===== config.mk =====
export PLATFORM = sky130hd
export DESIGN_NAME = scb_host_flat
export DESIGN_NICKNAME = d
export VERILOG_FILES = /design/src/inc/scb_pkg.sv /design/src/inc/scb_if.sv /design/src/design/scb_host.sv /design/src/flat_wrapper.sv
export VERILOG_INCLUDE_DIRS = /design/src /design/src/inc
export SDC_FILE = /design/constraint.sdc
export NUM_CORES = 1
export LEC_CHECK = 0
export BUFFER_PORTS_ARGS = -buffer_cell sky130_fd_sc_hd__buf_2
export CORE_UTILIZATION = 30
export DETAILED_ROUTE_END_ITERATION = 6
export PLACE_DENSITY = 0.48
export SLEW_MARGIN = 20
export SYNTH_ARGS = -nofsm -noshare
export SYNTH_HDL_FRONTEND = slang
export SYNTH_SLANG_ARGS = --single-unit

===== constraint.sdc =====
create_clock -name aclk -period 3.3 [get_ports aclk]
set_input_delay 0.66 -clock aclk [delete_from_list [all_inputs] [get_ports aclk]]
set_output_delay 0.66 -clock aclk [all_outputs]
set_load 0.02 [all_outputs]

===== src/inc/scb_params.svh =====
// constants for the serial command byte front end and its host controller
// assumes inclusion by bare name from the package and both design files
`ifndef SCB_PARAMS_SVH
`define SCB_PARAMS_SVH

// command byte layout, first-sent bit is bit 7
`define SCB_CMD_BITS      8
`define SCB_CR_WEN        7
`define SCB_CR_KIND_HI    5
`define SCB_CR_KIND_LO    4
`define SCB_CR_SEL_HI     2
`define SCB_CR_SEL_LO     0
`define SCB_SEL_CMD_REG   3'h0

// access kinds
`define SCB_KIND_WRITE    2'h0
`define SCB_KIND_READ     2'h1
`define SCB_KIND_CONT     2'h2
`define SCB_KIND_STOP     2'h3

// continuous read exit byte, all-ones resync length and longest data word in bits
`define SCB_EXIT_BYTE     8'h30
`define SCB_ONES_RESET    32
`define SCB_MAX_BITS      24

// host register map (byte addresses) and fields
`define SCB_A_CMD         8'h00
`define SCB_A_WDATA       8'h04
`define SCB_A_RDATA       8'h08
`define SCB_A_STATUS      8'h0c
`define SCB_A_CTRL        8'h10
`define SCB_F_NBITS_LO    8
`define SCB_F_NOCMD       13
`define SCB_F_RESYNC      14
`define SCB_ST_BUSY       0
`define SCB_ST_CONT       1
`define SCB_CT_LINK_RST   0

// host serial clock divider: aclk cycles per half period
`define SCB_HALF_DIV      4

`define SCB_RESP_OKAY     2'h0
`define SCB_RESP_SLVERR   2'h2

`endif


===== src/inc/scb_pkg.sv =====
// types shared by both ends of the serial command byte link
// assumes scb_params.svh is on the include path
`include "scb_params.svh"

package scb_pkg;
    typedef enum logic [1:0] {
        DEV_CMD,
        DEV_WR,
        DEV_RD,
        DEV_CONT
    } scb_dev_state_t;

    typedef logic [1:0] scb_kind_t;
    typedef logic [2:0] scb_sel_t;
endpackage


===== src/inc/scb_if.sv =====
// serial link between the host controller and the command byte front end
// assumes the bench resolves nothing: all wires are point to point
`timescale 1ns/1ns
`default_nettype none

interface scb_if;
    logic sclk;
    logic din;
    logic dout;
    logic link_rst_n;

    modport host (
        output sclk,
        output din,
        output link_rst_n,
        input  dout
    );

    modport device (
        input  sclk,
        input  din,
        input  link_rst_n,
        output dout
    );
endinterface

`default_nettype wire


===== src/design/scb_host.sv =====
// host end: axi4-lite controlled serial master that makes the link clock
// assumes software waits for busy to clear before issuing the next frame
//
// Added by the designer: register access over AXI4-Lite.
`timescale 1ns/1ns
`default_nettype none
`include "scb_params.svh"

module scb_host
    import scb_pkg::*;
#(
    parameter int HALF_DIV = `SCB_HALF_DIV
)(
    // clock, reset, enable
    input  wire logic        aclk,
    input  wire logic        aresetn,
    input  wire logic        ce,
    // axi4-lite slave
    input  wire logic [7:0]  s_axi_awaddr,
    input  wire logic        s_axi_awvalid,
    output logic             s_axi_awready,
    input  wire logic [31:0] s_axi_wdata,
    input  wire logic [3:0]  s_axi_wstrb,
    input  wire logic        s_axi_wvalid,
    output logic             s_axi_wready,
    output logic [1:0]       s_axi_bresp,
    output logic             s_axi_bvalid,
    input  wire logic        s_axi_bready,
    input  wire logic [7:0]  s_axi_araddr,
    input  wire logic        s_axi_arvalid,
    output logic             s_axi_arready,
    output logic [31:0]      s_axi_rdata,
    output logic [1:0]       s_axi_rresp,
    output logic             s_axi_rvalid,
    input  wire logic        s_axi_rready,
    // link
    scb_if.host              link
);

    // ------------------------------------------------------------
    // axi slave
    // ------------------------------------------------------------
    logic [7:0]  awa_reg;
    logic        aw_got_reg;
    logic [31:0] wd_reg;
    logic [3:0]  ws_reg;
    logic        w_got_reg;
    logic [23:0] wdata_reg;
    logic [23:0] rdata_reg;
    logic        run_reg;
    logic        cont_reg;
    logic        lrst_reg;

    wire do_wr  = aw_got_reg && w_got_reg && !s_axi_bvalid;
    wire a_cmd  = (awa_reg == `SCB_A_CMD);
    wire a_wd   = (awa_reg == `SCB_A_WDATA);
    wire a_ct   = (awa_reg == `SCB_A_CTRL);
    wire start  = do_wr && a_cmd && !run_reg && (ws_reg[1:0] == 2'h3);
    wire wr_ok  = start || a_wd || a_ct;
    wire [31:0] status = {30'h0, cont_reg, run_reg};
    wire [31:0] rd_mux = (s_axi_araddr == `SCB_A_RDATA)  ? {8'h00, rdata_reg} :
                         (s_axi_araddr == `SCB_A_WDATA)  ? {8'h00, wdata_reg} :
                         (s_axi_araddr == `SCB_A_STATUS) ? status :
                         {31'h0, lrst_reg};
    wire rd_map = (s_axi_araddr == `SCB_A_RDATA) || (s_axi_araddr == `SCB_A_WDATA)
                  || (s_axi_araddr == `SCB_A_STATUS) || (s_axi_araddr == `SCB_A_CTRL);

    assign s_axi_awready = !aw_got_reg;
    assign s_axi_wready  = !w_got_reg;
    assign s_axi_arready = !s_axi_rvalid;

    always_ff @(posedge aclk) begin
        if (!aresetn) begin
            aw_got_reg   <= 1'b0;
            w_got_reg    <= 1'b0;
            awa_reg      <= 8'h00;
            wd_reg       <= 32'h0;
            ws_reg       <= 4'h0;
            s_axi_bvalid <= 1'b0;
            s_axi_bresp  <= `SCB_RESP_OKAY;
            s_axi_rvalid <= 1'b0;
            s_axi_rresp  <= `SCB_RESP_OKAY;
            s_axi_rdata  <= 32'h0;
            wdata_reg    <= 24'h000000;
            lrst_reg     <= 1'b0;
        end else if (ce) begin
            if (s_axi_awvalid && !aw_got_reg) begin
                aw_got_reg <= 1'b1;
                awa_reg    <= s_axi_awaddr;
            end
            if (s_axi_wvalid && !w_got_reg) begin
                w_got_reg <= 1'b1;
                wd_reg    <= s_axi_wdata;
                ws_reg    <= s_axi_wstrb;
            end
            if (do_wr) begin
                aw_got_reg   <= 1'b0;
                w_got_reg    <= 1'b0;
                s_axi_bvalid <= 1'b1;
                // a frame request while busy is refused, not queued
                s_axi_bresp  <= wr_ok ? `SCB_RESP_OKAY : `SCB_RESP_SLVERR;
                if (a_wd) begin
                    for (int i = 0; i < 3; i++) begin
                        if (ws_reg[i]) begin
                            wdata_reg[8*i +: 8] <= wd_reg[8*i +: 8];
                        end
                    end
                end
                if (a_ct && ws_reg[0]) begin
                    lrst_reg <= wd_reg[`SCB_CT_LINK_RST];
                end
            end else if (s_axi_bvalid && s_axi_bready) begin
                s_axi_bvalid <= 1'b0;
            end
            if (s_axi_arvalid && !s_axi_rvalid) begin
                s_axi_rvalid <= 1'b1;
                s_axi_rdata  <= rd_map ? rd_mux : 32'h0;
                s_axi_rresp  <= rd_map ? `SCB_RESP_OKAY : `SCB_RESP_SLVERR;
            end else if (s_axi_rvalid && s_axi_rready) begin
                s_axi_rvalid <= 1'b0;
            end
        end
    end

    // ------------------------------------------------------------
    // serial engine
    // ------------------------------------------------------------
    logic [7:0]  ph_reg;
    logic        sclk_reg;
    logic        din_reg;
    logic [31:0] osh_reg;
    logic [5:0]  left_reg;
    logic [4:0]  nb_reg;
    logic [23:0] ish_reg;
    logic        dout_s1_reg;
    logic        dout_s2_reg;

    wire        rise_evt = (ph_reg == 8'(HALF_DIV - 1));
    wire        fall_evt = (ph_reg == 8'(2*HALF_DIV - 1));
    wire [4:0]  nbits    = wd_reg[`SCB_F_NBITS_LO +: 5];
    wire        nocmd    = wd_reg[`SCB_F_NOCMD];
    wire        resync   = wd_reg[`SCB_F_RESYNC];
    wire [7:0]  cmd      = wd_reg[7:0];
    wire [1:0]  kind     = cmd[`SCB_CR_KIND_HI:`SCB_CR_KIND_LO];
    wire        is_wr    = !nocmd && (kind == `SCB_KIND_WRITE);
    wire [23:0] out_data = is_wr ? (wdata_reg << (5'(`SCB_MAX_BITS) - nbits)) : 24'h000000;
    wire [23:0] rmask    = ~(24'hffffff << nb_reg);
    logic        start_p_reg;

    assign link.sclk       = sclk_reg;
    assign link.din        = din_reg;
    assign link.link_rst_n = !lrst_reg && aresetn;

    // dout comes back from the other clock domain
    always_ff @(posedge aclk) begin
        if (!aresetn) begin
            dout_s1_reg <= 1'b0;
            dout_s2_reg <= 1'b0;
        end else if (ce) begin
            dout_s1_reg <= link.dout;
            dout_s2_reg <= dout_s1_reg;
        end
    end

    always_ff @(posedge aclk) begin
        if (!aresetn) begin
            ph_reg      <= 8'h00;
            sclk_reg    <= 1'b0;
            din_reg     <= 1'b1;
            osh_reg     <= 32'h0;
            left_reg    <= 6'h00;
            nb_reg      <= 5'h00;
            ish_reg     <= 24'h000000;
            rdata_reg   <= 24'h000000;
            run_reg     <= 1'b0;
            cont_reg    <= 1'b0;
            start_p_reg <= 1'b0;
        end else if (ce) begin
            ph_reg <= fall_evt ? 8'h00 : ph_reg + 8'h01;
            // clock runs only inside frames and while the link reset is held
            if (rise_evt && (run_reg || lrst_reg)) begin
                sclk_reg <= 1'b1;
                ish_reg  <= {ish_reg[22:0], dout_s2_reg};
            end else if (fall_evt) begin
                sclk_reg <= 1'b0;
            end
            if (start) begin
                start_p_reg <= 1'b1;
                nb_reg      <= resync ? 5'h00 : nbits;
                if (resync) begin
                    osh_reg  <= 32'hffffffff; // RQ5
                    left_reg <= 6'(`SCB_ONES_RESET);
                    cont_reg <= 1'b0;
                end else if (nocmd) begin
                    osh_reg  <= 32'h0; // RQ14
                    left_reg <= {1'b0, nbits};
                end else begin
                    osh_reg  <= {cmd & 8'h7f & 8'hbf, out_data}; // RQ7 RQ9
                    left_reg <= 6'(`SCB_CMD_BITS) + {1'b0, nbits}; // RQ1
                    if (kind == `SCB_KIND_CONT) begin
                        cont_reg <= 1'b1;
                    end else if (cmd == `SCB_EXIT_BYTE) begin
                        cont_reg <= 1'b0; // RQ13
                    end
                end
            end
            if (fall_evt) begin
                if (start_p_reg) begin
                    start_p_reg <= 1'b0;
                    run_reg     <= 1'b1;
                    din_reg     <= osh_reg[31]; // RQ6
                    osh_reg     <= {osh_reg[30:0], 1'b0};
                    left_reg    <= left_reg - 6'h01;
                end else if (run_reg && left_reg != 6'h00) begin
                    din_reg  <= osh_reg[31];
                    osh_reg  <= {osh_reg[30:0], 1'b0};
                    left_reg <= left_reg - 6'h01;
                end else if (run_reg) begin
                    run_reg   <= 1'b0;
                    din_reg   <= !cont_reg; // RQ14
                    rdata_reg <= ish_reg & rmask;
                end
            end
        end
    end

endmodule

`default_nettype wire


===== src/flat_wrapper.sv =====
// flat-port wrapper written by rule: the top's interface ports become plain ports
module scb_host_flat import scb_pkg::*;
#(
    parameter int HALF_DIV = `SCB_HALF_DIV
)
  (aclk, aresetn, ce, s_axi_awaddr, s_axi_awvalid, s_axi_awready, s_axi_wdata, s_axi_wstrb, s_axi_wvalid, s_axi_wready, s_axi_bresp, s_axi_bvalid, s_axi_bready, s_axi_araddr, s_axi_arvalid, s_axi_arready, s_axi_rdata, s_axi_rresp, s_axi_rvalid, s_axi_rready, link_sclk, link_din, link_link_rst_n, link_dout);
  scb_if link_i ();
  input  wire logic aclk;
  input  wire logic aresetn;
  input  wire logic ce;
  input  wire logic [7:0] s_axi_awaddr;
  input  wire logic s_axi_awvalid;
  output logic s_axi_awready;
  input  wire logic [31:0] s_axi_wdata;
  input  wire logic [3:0] s_axi_wstrb;
  input  wire logic s_axi_wvalid;
  output logic s_axi_wready;
  output logic [1:0] s_axi_bresp;
  output logic s_axi_bvalid;
  input  wire logic s_axi_bready;
  input  wire logic [7:0] s_axi_araddr;
  input  wire logic s_axi_arvalid;
  output logic s_axi_arready;
  output logic [31:0] s_axi_rdata;
  output logic [1:0] s_axi_rresp;
  output logic s_axi_rvalid;
  input  wire logic s_axi_rready;
  output wire logic [$bits(link_i.sclk)-1:0] link_sclk;
  output wire logic [$bits(link_i.din)-1:0] link_din;
  output wire logic [$bits(link_i.link_rst_n)-1:0] link_link_rst_n;
  input wire logic [$bits(link_i.dout)-1:0] link_dout;
  assign link_sclk = link_i.sclk;
  assign link_din = link_i.din;
  assign link_link_rst_n = link_i.link_rst_n;
  assign link_i.dout = link_dout;
  scb_host #(.HALF_DIV(HALF_DIV)) u_core (.aclk(aclk), .aresetn(aresetn), .ce(ce), .s_axi_awaddr(s_axi_awaddr), .s_axi_awvalid(s_axi_awvalid), .s_axi_awready(s_axi_awready), .s_axi_wdata(s_axi_wdata), .s_axi_wstrb(s_axi_wstrb), .s_axi_wvalid(s_axi_wvalid), .s_axi_wready(s_axi_wready), .s_axi_bresp(s_axi_bresp), .s_axi_bvalid(s_axi_bvalid), .s_axi_bready(s_axi_bready), .s_axi_araddr(s_axi_araddr), .s_axi_arvalid(s_axi_arvalid), .s_axi_arready(s_axi_arready), .s_axi_rdata(s_axi_rdata), .s_axi_rresp(s_axi_rresp), .s_axi_rvalid(s_axi_rvalid), .s_axi_rready(s_axi_rready), .link(link_i));
endmodule

==> summary.md, run 1 <==
| Metric | Value |
|---|---|
| Maxcap violations | `0` |
| Setup Buffers After CTS | `0` |
| Maximum root-to-sink buffer count | `2` |
| Setup slack after layout | `0.5708 ns` |
| Crit path max fanout | `12` |
| Total die area | `33260 µm²` |
| Routed wirelength normalized by instance count | `17.17 µm` |
| Share of final-layout standard cells stronger than drive strength 1 | `13.51%` |
| Core Region | `31800 µm²` |
| Cell area after placement | `10570 µm²` |
| Placed wire-length estimate | `20.89 mm` |
| Master cell of the clock root buffer | `sky130_fd_sc_hd__clkbuf_16` |
| Clock share of power | `43.7%` |
| Drt first pass iters | `5` |
| Count of input and output buffers | `85` |
| Sum of routed wire length over all layers | `29.96 mm` |
| Vias | `8925` |
| Power dissipated by switching net loads | `1244 µW` |
| Max frequency | `366.4 MHz` |
| Area used by sequential logic in the layout | `3924 µm²` |
| Worst R2R End | `u_core.osh_reg[16]` |
| Cell depth of the worst hold path | `2` |
| Number of library cell types mapped by synthesis | `66` |
| Horiz. Die Dim | `182.4 µm` |
| Arrival time of data at the critical path endpoint | `3.04 ns` |
| Number of global-route vias before repair | `8454` |
| Required time of the critical path | `3.61 ns` |
| Final setup TNS | `0 ns` |
| Per-cell via count in the routed design | `5.115` |
| Post-Place Cells | `1716` |
| Share of power burned in registers | `48.3%` |
| Starting Density | `30.69%` |
| # rows | `65` |
| DRC marker count from the first detailed-route iteration | `547` |
| Measured slew at the worst slew-check pin | `1.090 ns` |
| Number of remaining DRC errors | `0` |
| Layout area overhead | `14.47%` |
| Switching part of the total | `24.62%` |
| R2r setup slk | `0.57 ns` |
| Number of filler cells placed in the layout | `3409` |
| Total of flip-flops plus latches after synthesis | `196` |
| Proportion of power drawn by combinational gates | `8.1%` |
| Pin count of the biggest net entering global routing | `119` |
| Yosys warnings | `0` |
| Post-CTS sizing | `0` |
| Startpoint kind of the worst setup timing path | `register` |
| Cell types occupying the most area after synthesis | `sky130_fd_sc_hd__dfxtp_1 40%, sky130_fd_sc_hd__nand2_1 11%, sky130_fd_sc_hd__a21oi_1 7.5%` |
| Portion of the post-synthesis area used by sequential elements | `40.20%` |
| Cell taking the most area after synthesis | `sky130_fd_sc_hd__dfxtp_1` |
| Clock-pin slew on the worst setup and hold paths | `0.07 ns` |
| Total number of nets in the final design | `1366` |
| Hold path start | `u_core.rdata_reg[0]` |
| Final number of hold-violating endpoints | `0` |
| Area taken by multi-input logic gates | `5346 µm²` |
| Post-synthesis instance total | `1257` |
| Total gr overflow | `0` |
| GR Util All Layers | `18.27%` |
| RSZ-0062 raised after global routing | `false` |
| CTS tree | `done` |
| Fin crit share | `82.70%` |
| Fin Clk Skew | `0.01015 ns` |
| Number of enable-type register cells in the synthesized netlist | `0` |
| Final GP Congestion | `0.9197` |
| FF-to-FF path depth | `6` |
| Non-filler cells in the finished layout | `1745` |
| Post-DRT Antenna Nets | `0` |
| Number of flip-flops in the largest register | `32` |
| Global-route wire length before repair | `47.53 mm` |
| Total leakage power | `0.004026 µW` |
| Shortest period the worst path allows | `2.729 ns` |
| Netlist Area Pre-Place | `9761 µm²` |
| Max rail drop VDD | `0.2745 mV` |
| Final non-filler cell area | `11170 µm²` |
| Total inserted antenna cells | `0` |
| Cell-internal power | `3809 µW` |
| Area share of the leading cell type in the synthesized netlist | `40.20%` |
| Boundary pin count | `105` |
| DP Worst Slack | `0.4963 ns` |
| Clock buffer count from CTS | `17` |
| Outcome | `completed` |
| Final Slew Violations | `0` |
| Initial antenna violation count | `0` |
| Synthesized area per cell | `7.765 µm²` |
| Die Height | `182.4 µm` |
| H-tree Lvls | `4` |
| Most used flip-flop cell after synthesis | `sky130_fd_sc_hd__dfxtp_1` |
| Critical path start-end classification | `reg -> reg` |
| CTS hold repair buffers | `0` |
| Worst min-delay path category | `reg -> reg` |
| Clk Latency, worst-skew pair | `0.44 ns` |
| Share of async-settable or async-resettable flops after synthesis | `0%` |
| Sort of element at the end of the critical path | `register` |
| Number of endpoints failing setup at the final stage | `0` |
| Clock Sinks | `196` |
| Beginning of the worst register-to-register path | `u_core.run_reg` |
| Capture endpoint of the worst hold path | `u_core.rdata_reg[0]` |
| Post-layout util | `35.14%` |
| Max-Slew Margin vs Limit | `26.82%` |
| Ratio of total power to cell area | `452.2 nW/µm²` |
## worst max-delay path by stage
stage	cells after the start	to	startpoint	slack (ns)
3_5_place_dp	6	u_core.s_axi_rdata[1]	s_axi_araddr[5]	0.50
4_1_cts	9	u_core.osh_reg[19]	u_core.wd_reg[9]	0.59
5_1_grt	9	u_core.osh_reg[19]	u_core.wd_reg[9]	0.38
3_3_place_gp	6	u_core.s_axi_rdata[1]	s_axi_araddr[5]	0.50
6_report	6	u_core.osh_reg[16]	u_core.run_reg	0.57
2_1_floorplan	9	u_core.osh_reg[19]	u_core.wd_reg[8]	0.69
## placed cells by master, fill, tap and decap left out, drive strengths merged, types with 7 or more instances in the layout
master,Yosys,routed
nand2,293,293
dfxtp,196,196
a21oi,147,147
buf,39,119
nor2,96,96
o21ai,64,64
mux2i,52,52
and2,31,31
o211ai,28,28
a22oi,24,24
nor3,24,24
nand3,22,22
clkbuf,65,17
inv,14,16
nand4,11,11
conb,1,10
a311oi,9,9
o21a,8,8
mux4,8,8
o31ai,8,8
nor2b,8,8
xor2,8,8
xnor2,7,7
## synth_stat cells (all sizes together) (6+ instances only)
cell    count
o31ai       8
and2       31
a21o        6
a21oi     147
nand2     293
dfxtp     196
nand4      11
a211oi      6
a22oi      24
nor2       96
nor2b       8
mux4        8
mux2i      52
o21a        8
xnor2       7
a311oi      9
xor2        8
nand3      22
clkbuf     65
or3         6
o211ai     28
buf        39
inv        14
o21ai      64
nor3       24
## cell families after synthesis
kind of cell	after synthesis	share of synthesized area, %
multiplexers	64	7.640
AO/OA/AOI/OAI	336	20.87
buffers and inverters	119	5.563
adder cells (fa/ha/maj)	5	0.6409
XOR/XNOR	15	1.423
flip-flops	196	40.20
AND/OR/NAND/NOR	521	23.63
other	1	0.03842
## routing by layer
metal	part of all wire [%]	GRT usage [%]
met5	0	0
met1	48	24.58
met4	1.9	5.916
met2	47	29.87
met3	3.4	2.794
## cell type report
type | instances | area share, %
Multi-Input combinational cell | 951 | 47.85
Sequential cell | 196 | 35.12
Timing Repair Buffer | 119 | 6.204
Tap cell | 435 | 4.871
Clock buffer | 17 | 3.807
Clock inverter | 12 | 1.624
Inverter | 15 | 0.5263
## through the flow
stage / hold WS (ns) / total power, µW
floorplan: 0.4268 / 2773
global placement: 0.4383 / 2900
detailed placement: 0.4456 / 2901
CTS: 0.4324 / 5131
global route: 0.4392 / 5256
finish: 0.4511 / 5053
## critical path: stages (launching register included)
cell	delay, ns
sky130_fd_sc_hd__dfxtp_1	0.49
sky130_fd_sc_hd__and4bb_2	0.30
sky130_fd_sc_hd__and4_1	0.36
sky130_fd_sc_hd__o2bb2a_1	0.66
sky130_fd_sc_hd__nor2_1	0.23
sky130_fd_sc_hd__a311oi_1	0.40
sky130_fd_sc_hd__o21ai_0	0.15
## power groups by stage
| stage | sequential (µW) | clock (µW) | combinational (µW) |
|---|---|---|---|
| 5_1_grt | 2440 | 2370 | 447 |
| 3_5_place_dp | 2490 | 0 | 408 |
| 6_report | 2440 | 2210 | 407 |
| 2_1_floorplan | 2480 | 0 | 292 |
| 4_1_cts | 2440 | 2280 | 409 |
| 3_3_place_gp | 2490 | 0 | 406 |
(Power assumes the default switching activity.)
==> run 2, diff against run 1 <==
Clock period 3.3 ns to 2.6 ns, I/O delays scaled along.
==> run 2 against run 1 <==
Maximum frequency grew 13%. First-iteration DRC count grew 3.8%. Cell area up 1.7%. Clock power increased by 16%. Clock skew increased by 0.0029 ns.
==> summary.md, run 2 (synthesis results as in run 1) <==
| Metric | Value |
|---|---|
| Total leakage power | `0.004135 µW (was 0.004026 µW)` |
| Max frequency | `413.0 MHz (was 366.4 MHz)` |
| Per-cell via count in the routed design | `5.068 (was 5.115)` |
| Number of global-route vias before repair | `8636 (was 8454)` |
| List of cells traversed by the critical path | `inv_1 > ha_2 > buf_12 > mux2i_2 > mux2i_1 > mux4_2 > nor2b_1 > a311oi_1 > o22ai_1 (was and4bb_2 > and4_1 > o2bb2a_1 > nor2_1 > a311oi_1 > o21ai_0)` |
| Share of power burned in registers | `49.8% (was 48.3%)` |
| Starting Density | `30.69% (unchanged)` |
| Buffers and inverters on the worst path | `2 (was 0)` |
| Master cell of the clock root buffer | `sky130_fd_sc_hd__clkbuf_16 (unchanged)` |
| Clock buffer count from CTS | `17 (unchanged)` |
| Shortest period the worst path allows | `2.422 ns (was 2.729 ns)` |
| Final GP Congestion | `0.9069 (was 0.9197)` |
| Vias | `8986 (was 8925)` |
| Core Region | `31800 µm² (unchanged)` |
| Final Slew Violations | `0 (unchanged)` |
| CTS tree | `done (unchanged)` |
| Highest routing layer actually used | `met4 (unchanged)` |
| Leading cell type in the layout, fill and taps excluded | `sky130_fd_sc_hd__nand2_1 (unchanged)` |
| Total gr overflow | `0 (unchanged)` |
| Final non-filler cell area | `11370 µm² (was 11170 µm²)` |
| Layout area overhead | `16.47% (was 14.47%)` |
| Number of remaining DRC errors | `0 (unchanged)` |
| Global-route wire length before repair | `48.94 mm (was 47.53 mm)` |
| Number of endpoints failing setup at the final stage | `0 (unchanged)` |
| Fin Clk Skew | `0.01307 ns (was 0.01015 ns)` |
| Routed wirelength normalized by instance count | `17.23 µm (was 17.17 µm)` |
| Drt first pass iters | `5 (unchanged)` |
| Horiz. Die Dim | `182.4 µm (unchanged)` |
| Measured slew at the worst slew-check pin | `0.8863 ns (was 1.090 ns)` |
| Cell-internal power | `4540 µW (was 3809 µW)` |
| Max rail drop VDD | `0.4533 mV (was 0.2745 mV)` |
| Initial antenna violation count | `0 (unchanged)` |
| Delay of the slowest cell on the worst path | `0.47 ns (was 0.66 ns)` |
| Area taken by multi-input logic gates | `5353 µm² (was 5346 µm²)` |
| Crit path max fanout | `18 (was 12)` |
| Cell family with the largest share of critical-path delay | `multiplexers (was compound AO/OA/AOI/OAI gates)` |
| Sum of routed wire length over all layers | `30.55 mm (was 29.96 mm)` |
| H-tree Lvls | `4 (unchanged)` |
| Clock-pin slew on the worst setup and hold paths | `0.08 ns (was 0.07 ns)` |
| Total die area | `33260 µm² (unchanged)` |
| Detailed-route wire length on metal 1 | `14.79 mm (was 14.36 mm)` |
| Final number of hold-violating endpoints | `0 (unchanged)` |
| Die Height | `182.4 µm (unchanged)` |
| Maximum root-to-sink buffer count | `2 (unchanged)` |
| Pin count of the biggest net entering global routing | `73 (was 119)` |
| Proportion of power drawn by combinational gates | `8.9% (was 8.1%)` |
| CTS hold repair buffers | `0 (unchanged)` |
| Post-DRT Antenna Nets | `0 (unchanged)` |
| Switching part of the total | `26.96% (was 24.62%)` |
| Cell at the slowest stage of the critical path | `sky130_fd_sc_hd__mux4_2 (was sky130_fd_sc_hd__o2bb2a_1)` |
| Cell area after placement | `10800 µm² (was 10570 µm²)` |
| Setup Buffers After CTS | `0 (unchanged)` |
| Count of input and output buffers | `85 (unchanged)` |
| Routed length on met3 | `921 µm (was 1.012 mm)` |
| # rows | `65 (unchanged)` |
| Required time of the critical path | `2.92 ns (was 3.61 ns)` |
| Ratio of total power to cell area | `546.8 nW/µm² (was 452.2 nW/µm²)` |
| Maxcap violations | `0 (unchanged)` |
| Tot Pwr | `6216 µW (was 5053 µW)` |
| Top library cells by usage in the layout, fill and taps aside | `293 x sky130_fd_sc_hd__nand2_1, 196 x sky130_fd_sc_hd__dfxtp_1, 147 x sky130_fd_sc_hd__a21oi_1, 95 x sky130_fd_sc_hd__nor2_1, 85 x sky130_fd_sc_hd__buf_2 (unchanged)` |
| Clock share of power | `41.4% (was 43.7%)` |
| Placed wire-length estimate | `21.92 mm (was 20.89 mm)` |
| DRC marker count from the first detailed-route iteration | `568 (was 547)` |
| Number of flip-flops in the largest register | `32 (unchanged)` |
| Power dissipated by switching net loads | `1675 µW (was 1244 µW)` |
| DP Worst Slack | `0.1511 ns (was 0.4963 ns)` |
| Fin crit share | `93.14% (was 82.70%)` |
| Clk Latency, worst-skew pair | `0.45 ns (was 0.44 ns)` |
| Total inserted antenna cells | `0 (unchanged)` |
| Sort of element at the end of the critical path | `register (unchanged)` |
| Critical path start-end classification | `reg -> reg (unchanged)` |
| Max-Slew Margin vs Limit | `40.83% (was 26.82%)` |
| Worst hold-check slack | `0.3083 ns (was 0.4511 ns)` |
| Arrival time of data at the critical path endpoint | `2.75 ns (was 3.04 ns)` |
| Worst min-delay path category | `in -> reg (was reg -> reg)` |
| Length of routed met2 wiring | `14.21 mm (was 14.02 mm)` |
| Share of final-layout standard cells stronger than drive strength 1 | `15.47% (was 13.51%)` |
| GR Util All Layers | `18.76% (was 18.27%)` |
| Setup slack after layout | `0.1784 ns (was 0.5708 ns)` |
| Area used by sequential logic in the layout | `3924 µm² (unchanged)` |
| Clock Sinks | `196 (unchanged)` |
| Outcome | `completed (unchanged)` |
| Number of filler cells placed in the layout | `3357 (was 3409)` |
| Total number of nets in the final design | `1391 (was 1366)` |
| Boundary pin count | `105 (unchanged)` |
| Post-layout util | `35.75% (was 35.14%)` |
| Startpoint kind of the worst setup timing path | `register (unchanged)` |
## run 2: cell types whose count changed in the layout (fill, tap and decap cells not counted), sizes merged
cell,delta
inv,+4
buf,+25
clkbuf,+1
clkinvlp,+1
bufinv,-4
clkinv,+1
## run 2: through the flow
stage | setup TNS [ns] | cells
2_1_floorplan | 0 | 1266
3_3_place_gp | 0 | 1741
3_5_place_dp | 0 | 1741
4_1_cts | 0 | 1773
5_1_grt | -0.004827 | 1773
6_report | 0 | 1773
## run 2: final cells by class
| type | instances | area share [%] |
|---|---|---|
| flip-flops and latches | 196 | 34.51 |
| clock inverters | 14 | 1.046 |
| repair buffers | 144 | 8.188 |
| well taps | 435 | 4.788 |
| multi-input cells | 951 | 47.08 |
| inverters | 15 | 0.5173 |
| clock buffers | 18 | 3.863 |
## run 2: power by group through the flow
stage	clock (µW)	combinational [µW]	sequential, µW
finish	2570	552	3090
global route	2770	606	3100
CTS	2640	553	3090
detailed placement	0	552	3160
global placement	0	549	3160
floorplan	0	371	3150
## run 2: worst paths after layout
check / from / end / slack (ns) / cells past startpoint
max: u_core.wd_reg[8] / u_core.osh_reg[19] / 0.18 / 9
min: s_axi_wdata[20] / u_core.wd_reg[20] / 0.31 / 3
max reg2reg: u_core.wd_reg[8] / u_core.osh_reg[19] / 0.18 / 9
min reg2reg: u_core.dout_s2_reg / u_core.ish_reg[0] / 0.45 / 2
## run 2: layer usage
layer | up-vias | global-route usage (%)
met5 | - | 0
met4 | 0 | 5.950
met3 | 32 | 2.794
met2 | 150 | 30.61
met1 | 4294 | 25.36
li1 | 4510 | -
## run 2: tightest hold or removal path, cell delays in order
cell and delay (ns):
sky130_fd_sc_hd__buf_2 0.09, sky130_fd_sc_hd__nand2_1 0.04, sky130_fd_sc_hd__a21oi_1 0.05
## run 2: what timing repair did
item	CTS	global route
endpoints found under the hold margin	0	0
endpoints found under the setup margin	0	1
resized for setup	0	2
==> run 3, diff against run 2 <==
Settings changed: ABC_AREA set to 1, REMOVE_ABC_BUFFERS set to 1.
==> run 3 against run 2 <==
Register-to-register slack gained 0.37 ns. Clock power grew 14%. Critical endpoint is now u_core.osh_reg[0]. Sequential share of layout area increased by 0.27 points. Largest power group unchanged. Non-clock buffer count is 27 lower.
==> summary.md, run 3 <==
| Metric | Value |
|---|---|
| Final Slew Violations | `0 (unchanged)` |
| Post-CTS sizing | `0 (unchanged)` |
| Cell depth of the worst hold path | `3 (unchanged)` |
| CTS tree | `done (unchanged)` |
| Total number of nets in the final design | `1609 (was 1391)` |
| Clk Latency, worst-skew pair | `0.45 ns (about the same)` |
| Per-cell via count in the routed design | `4.837 (was 5.068)` |
| Critical path start-end classification | `reg -> reg (unchanged)` |
| Total leakage power | `0.004575 µW (was 0.004135 µW)` |
| Buffers and inverters on the worst path | `4 (was 2)` |
| Leading cell type in the layout, fill and taps excluded | `sky130_fd_sc_hd__nand2_1 (unchanged)` |
| Worst min-delay path category | `in -> reg (unchanged)` |
| Placed wire-length estimate | `22.18 mm (was 21.92 mm)` |
| Number of endpoints failing setup at the final stage | `0 (unchanged)` |
| Sort of element at the end of the critical path | `register (unchanged)` |
| Arrival time of data at the critical path endpoint | `2.43 ns (was 2.75 ns)` |
| Portion of the post-synthesis area used by sequential elements | `39.68% (was 40.20%)` |
| # rows | `66 (was 65)` |
| Shortest period the worst path allows | `2.052 ns (was 2.422 ns)` |
| Count leader, synth | `sky130_fd_sc_hd__nand2_1 (unchanged)` |
| Total inserted antenna cells | `0 (unchanged)` |
| Count of input and output buffers | `85 (unchanged)` |
| Total die area | `33690 µm² (was 33260 µm²)` |
| Boundary pin count | `105 (unchanged)` |
| Delay of the slowest cell on the worst path | `0.32 ns (was 0.47 ns)` |
| Area share of the leading cell type in the synthesized netlist | `39.68% (was 40.20%)` |
| Share of async-settable or async-resettable flops after synthesis | `0% (unchanged)` |
| Yosys warnings | `0 (unchanged)` |
| Number of remaining DRC errors | `0 (unchanged)` |
| Cell at the slowest stage of the critical path | `sky130_fd_sc_hd__dfxtp_1 (was sky130_fd_sc_hd__mux4_2)` |
| Horiz. Die Dim | `183.6 µm (was 182.4 µm)` |
| Post-synthesis instance total | `1499 (was 1257)` |
| Master cell of the clock root buffer | `sky130_fd_sc_hd__clkbuf_16 (unchanged)` |
| Sum of routed wire length over all layers | `30.90 mm (was 30.55 mm)` |
| Post-layout util | `34.76% (was 35.75%)` |
| List of cells traversed by the critical path | `inv_2 > buf_4 > nand3_1 > inv_1 > nand2_1 > nand2_1 > buf_4 > nand3_1 > nor3_1 > o21ai_0 > a21oi_1 (was inv_1 > ha_2 > buf_12 > mux2i_2 > mux2i_1 > mux4_2 > nor2b_1 > a311oi_1 > o22ai_1)` |
| Vias | `9665 (was 8986)` |
| Capture endpoint of the worst hold path | `u_core.wd_reg[17] (was u_core.wd_reg[20])` |
| Ratio of total power to cell area | `603.3 nW/µm² (was 546.8 nW/µm²)` |
| Fin crit share | `78.91% (was 93.14%)` |
| Number of enable-type register cells in the synthesized netlist | `0 (unchanged)` |
| Outcome | `completed (unchanged)` |
| Non-filler cells in the finished layout | `1998 (was 1773)` |
| Synthesized area per cell | `6.597 µm² (was 7.765 µm²)` |
| Worst R2R End | `u_core.osh_reg[0] (was u_core.osh_reg[19])` |
| CTS hold repair buffers | `0 (unchanged)` |
| Hold path start | `s_axi_wdata[17] (was s_axi_wdata[20])` |
| Launching instance or port of the critical path | `u_core.wd_reg[8] (unchanged)` |
| Post-DRT Antenna Nets | `0 (unchanged)` |
| Post-Place Cells | `1966 (was 1741)` |
| Final number of hold-violating endpoints | `0 (unchanged)` |
| Worst hold-check slack | `0.2912 ns (was 0.3083 ns)` |
| Starting Density | `30.47% (was 30.69%)` |
| Clock Sinks | `196 (unchanged)` |
| Total gr overflow | `0 (unchanged)` |
| Maxcap violations | `0 (unchanged)` |
| Fin Clk Skew | `0.01417 ns (was 0.01307 ns)` |
| Netlist Area Pre-Place | `9888 µm² (was 9761 µm²)` |
| Clock-pin slew on the worst setup and hold paths | `0.08 ns (about the same)` |
| Required time of the critical path | `2.97 ns (was 2.92 ns)` |
| FF-to-FF path depth | `11 (was 9)` |
| Max rail drop VDD | `0.4394 mV (was 0.4533 mV)` |
| Drt first pass iters | `7 (was 5)` |
| Cell types occupying the most area after synthesis | `sky130_fd_sc_hd__dfxtp_1 40%, sky130_fd_sc_hd__nand2_1 14%, sky130_fd_sc_hd__o21ai_0 8.4% (was sky130_fd_sc_hd__dfxtp_1 40%, sky130_fd_sc_hd__nand2_1 11%, sky130_fd_sc_hd__a21oi_1 7.5%)` |
| Number of global-route vias before repair | `8898 (was 8636)` |
| Most used flip-flop cell after synthesis | `sky130_fd_sc_hd__dfxtp_1 (unchanged)` |
| Maximum root-to-sink buffer count | `2 (unchanged)` |
| GR Util All Layers | `19.06% (was 18.76%)` |
| Layout area overhead | `14.08% (was 16.47%)` |
| Setup Buffers After CTS | `0 (unchanged)` |
| Measured slew at the worst slew-check pin | `0.6554 ns (was 0.8863 ns)` |
| DRC marker count from the first detailed-route iteration | `737 (was 568)` |
| Final setup TNS | `0 ns (unchanged)` |
| Startpoint kind of the worst setup timing path | `register (unchanged)` |
| Share of final-layout standard cells stronger than drive strength 1 | `10.99% (was 15.47%)` |
| Routed wirelength normalized by instance count | `15.47 µm (was 17.23 µm)` |
| Top library cells by usage in the layout, fill and taps aside | `376 x sky130_fd_sc_hd__nand2_1, 196 x sky130_fd_sc_hd__dfxtp_1, 176 x sky130_fd_sc_hd__nor2_1, 166 x sky130_fd_sc_hd__o21ai_0, 154 x sky130_fd_sc_hd__a21oi_1 (was 293 x sky130_fd_sc_hd__nand2_1, 196 x sky130_fd_sc_hd__dfxtp_1, 147 x sky130_fd_sc_hd__a21oi_1, 95 x sky130_fd_sc_hd__nor2_1, 85 x sky130_fd_sc_hd__buf_2)` |
| Total of flip-flops plus latches after synthesis | `196 (unchanged)` |
| Core Region | `32450 µm² (was 31800 µm²)` |
| Clock buffer count from CTS | `17 (unchanged)` |
| Max-Slew Margin vs Limit | `56.03% (was 40.83%)` |
| Beginning of the worst register-to-register path | `u_core.wd_reg[8] (unchanged)` |
| Max frequency | `487.4 MHz (was 413.0 MHz)` |
| Initial antenna violation count | `0 (unchanged)` |
| List of most frequent post-synthesis cells | `376 x sky130_fd_sc_hd__nand2_1, 196 x sky130_fd_sc_hd__dfxtp_1, 176 x sky130_fd_sc_hd__nor2_1 (was 293 x sky130_fd_sc_hd__nand2_1, 196 x sky130_fd_sc_hd__dfxtp_1, 147 x sky130_fd_sc_hd__a21oi_1)` |
| Pin count of the biggest net entering global routing | `84 (was 73)` |
| Die Height | `183.6 µm (was 182.4 µm)` |
| R2r setup slk | `0.55 ns (was 0.18 ns)` |
| Cell taking the most area after synthesis | `sky130_fd_sc_hd__dfxtp_1 (unchanged)` |
| Global-route wire length before repair | `49.94 mm (was 48.94 mm)` |
| RSZ-0062 raised after global routing | `false` |
| Cell family with the largest share of critical-path delay | `buffers and inverters (was multiplexers)` |
| Number of flip-flops in the largest register | `32 (unchanged)` |
| Final GP Congestion | `0.8706 (was 0.9069)` |
| H-tree Lvls | `4 (unchanged)` |
| Crit path max fanout | `31 (was 18)` |
| Number of library cell types mapped by synthesis | `40 (was 66)` |
run 3: cell types whose count changed after synthesis, sizes merged, moves of 9 or more:
cell	delta
o211ai	-9
inv	+83
a311oi	-9
o21ai	+106
a22oi	-24
clkbuf	-15
nor3	-14
mux2i	-52
nor2	+85
nand3	+121
and2	-30
nand2	+86
buf	+12
run 3: worst max-delay path by stage:
| stage | endpoint | slack (ns) | cells after the start |
|---|---|---|---|
| after detailed placement | u_core.wdata_reg[17] | 0.33 | 6 |
| final | u_core.osh_reg[0] | 0.55 | 11 |
| after CTS | u_core.osh_reg[23] | 0.57 | 12 |
| after global routing | u_core.osh_reg[19] | 0.27 | 13 |
| after global placement | u_core.wdata_reg[22] | 0.36 | 6 |
| after floorplan | u_core.osh_reg[23] | -0.39 | 12 |
run 3: metal layers:
| metal | track usage [%] | share of wire (%) | vias up |
|---|---|---|---|
| met5 | 0 | 0 | - |
| met4 | 4.300 | 1.1 | 0 |
| met3 | 3.130 | 3.5 | 20 |
| met2 | 29.67 | 45 | 206 |
| met1 | 27.33 | 51 | 4436 |
| li1 | - | - | 5003 |
run 3: layout make-up:
type / instances / area (µm²)
timing repair buffer: 117 / 690.7
multi-input combinational: 1112 / 5095
clock inverter: 14 / 217.7
tap: 442 / 553.0
sequential: 196 / 3924
clock buffer: 18 / 429.2
inverter: 99 / 371.6
fill: 3578 / 21170
run 3: stage by stage:
step | worst slack [ns] | power [µW] | instance area, µm²
2_1_floorplan | -0.3911 | 3629 | 9390
3_3_place_gp | 0.3551 | 3934 | 10630
3_5_place_dp | 0.3256 | 3934 | 10630
4_1_cts | 0.5706 | 6866 | 11280
5_1_grt | 0.2714 | 7099 | 11280
6_report | 0.5484 | 6805 | 11280
run 3: where the power goes:
group	internal, µW	switching (µW)	total, µW	leakage, µW
Clock	1650	1290	2940	0.000315
Sequential	3050	42.7	3090	0.00159
Combinational	230	543	773	0.00267
run 3: cell families after synthesis:
kind of cell               after synthesis  share of synthesized area, %
DFF                                    196                         39.68
AOI/OAI and AO/OA                      362                         19.39
buffers and inverters                  200                         9.136
xor gates and xnor gates                 4                        0.3544
and+or+nand+nor                        731                         30.77
adders and majority gates                5                        0.6327
other                                    1                       0.03792
run 3: tightest hold or removal path: stages:
cell and delay [ns]:
sky130_fd_sc_hd__buf_2 0.07, sky130_fd_sc_hd__nor2_1 0.03, sky130_fd_sc_hd__nor2_1 0.08
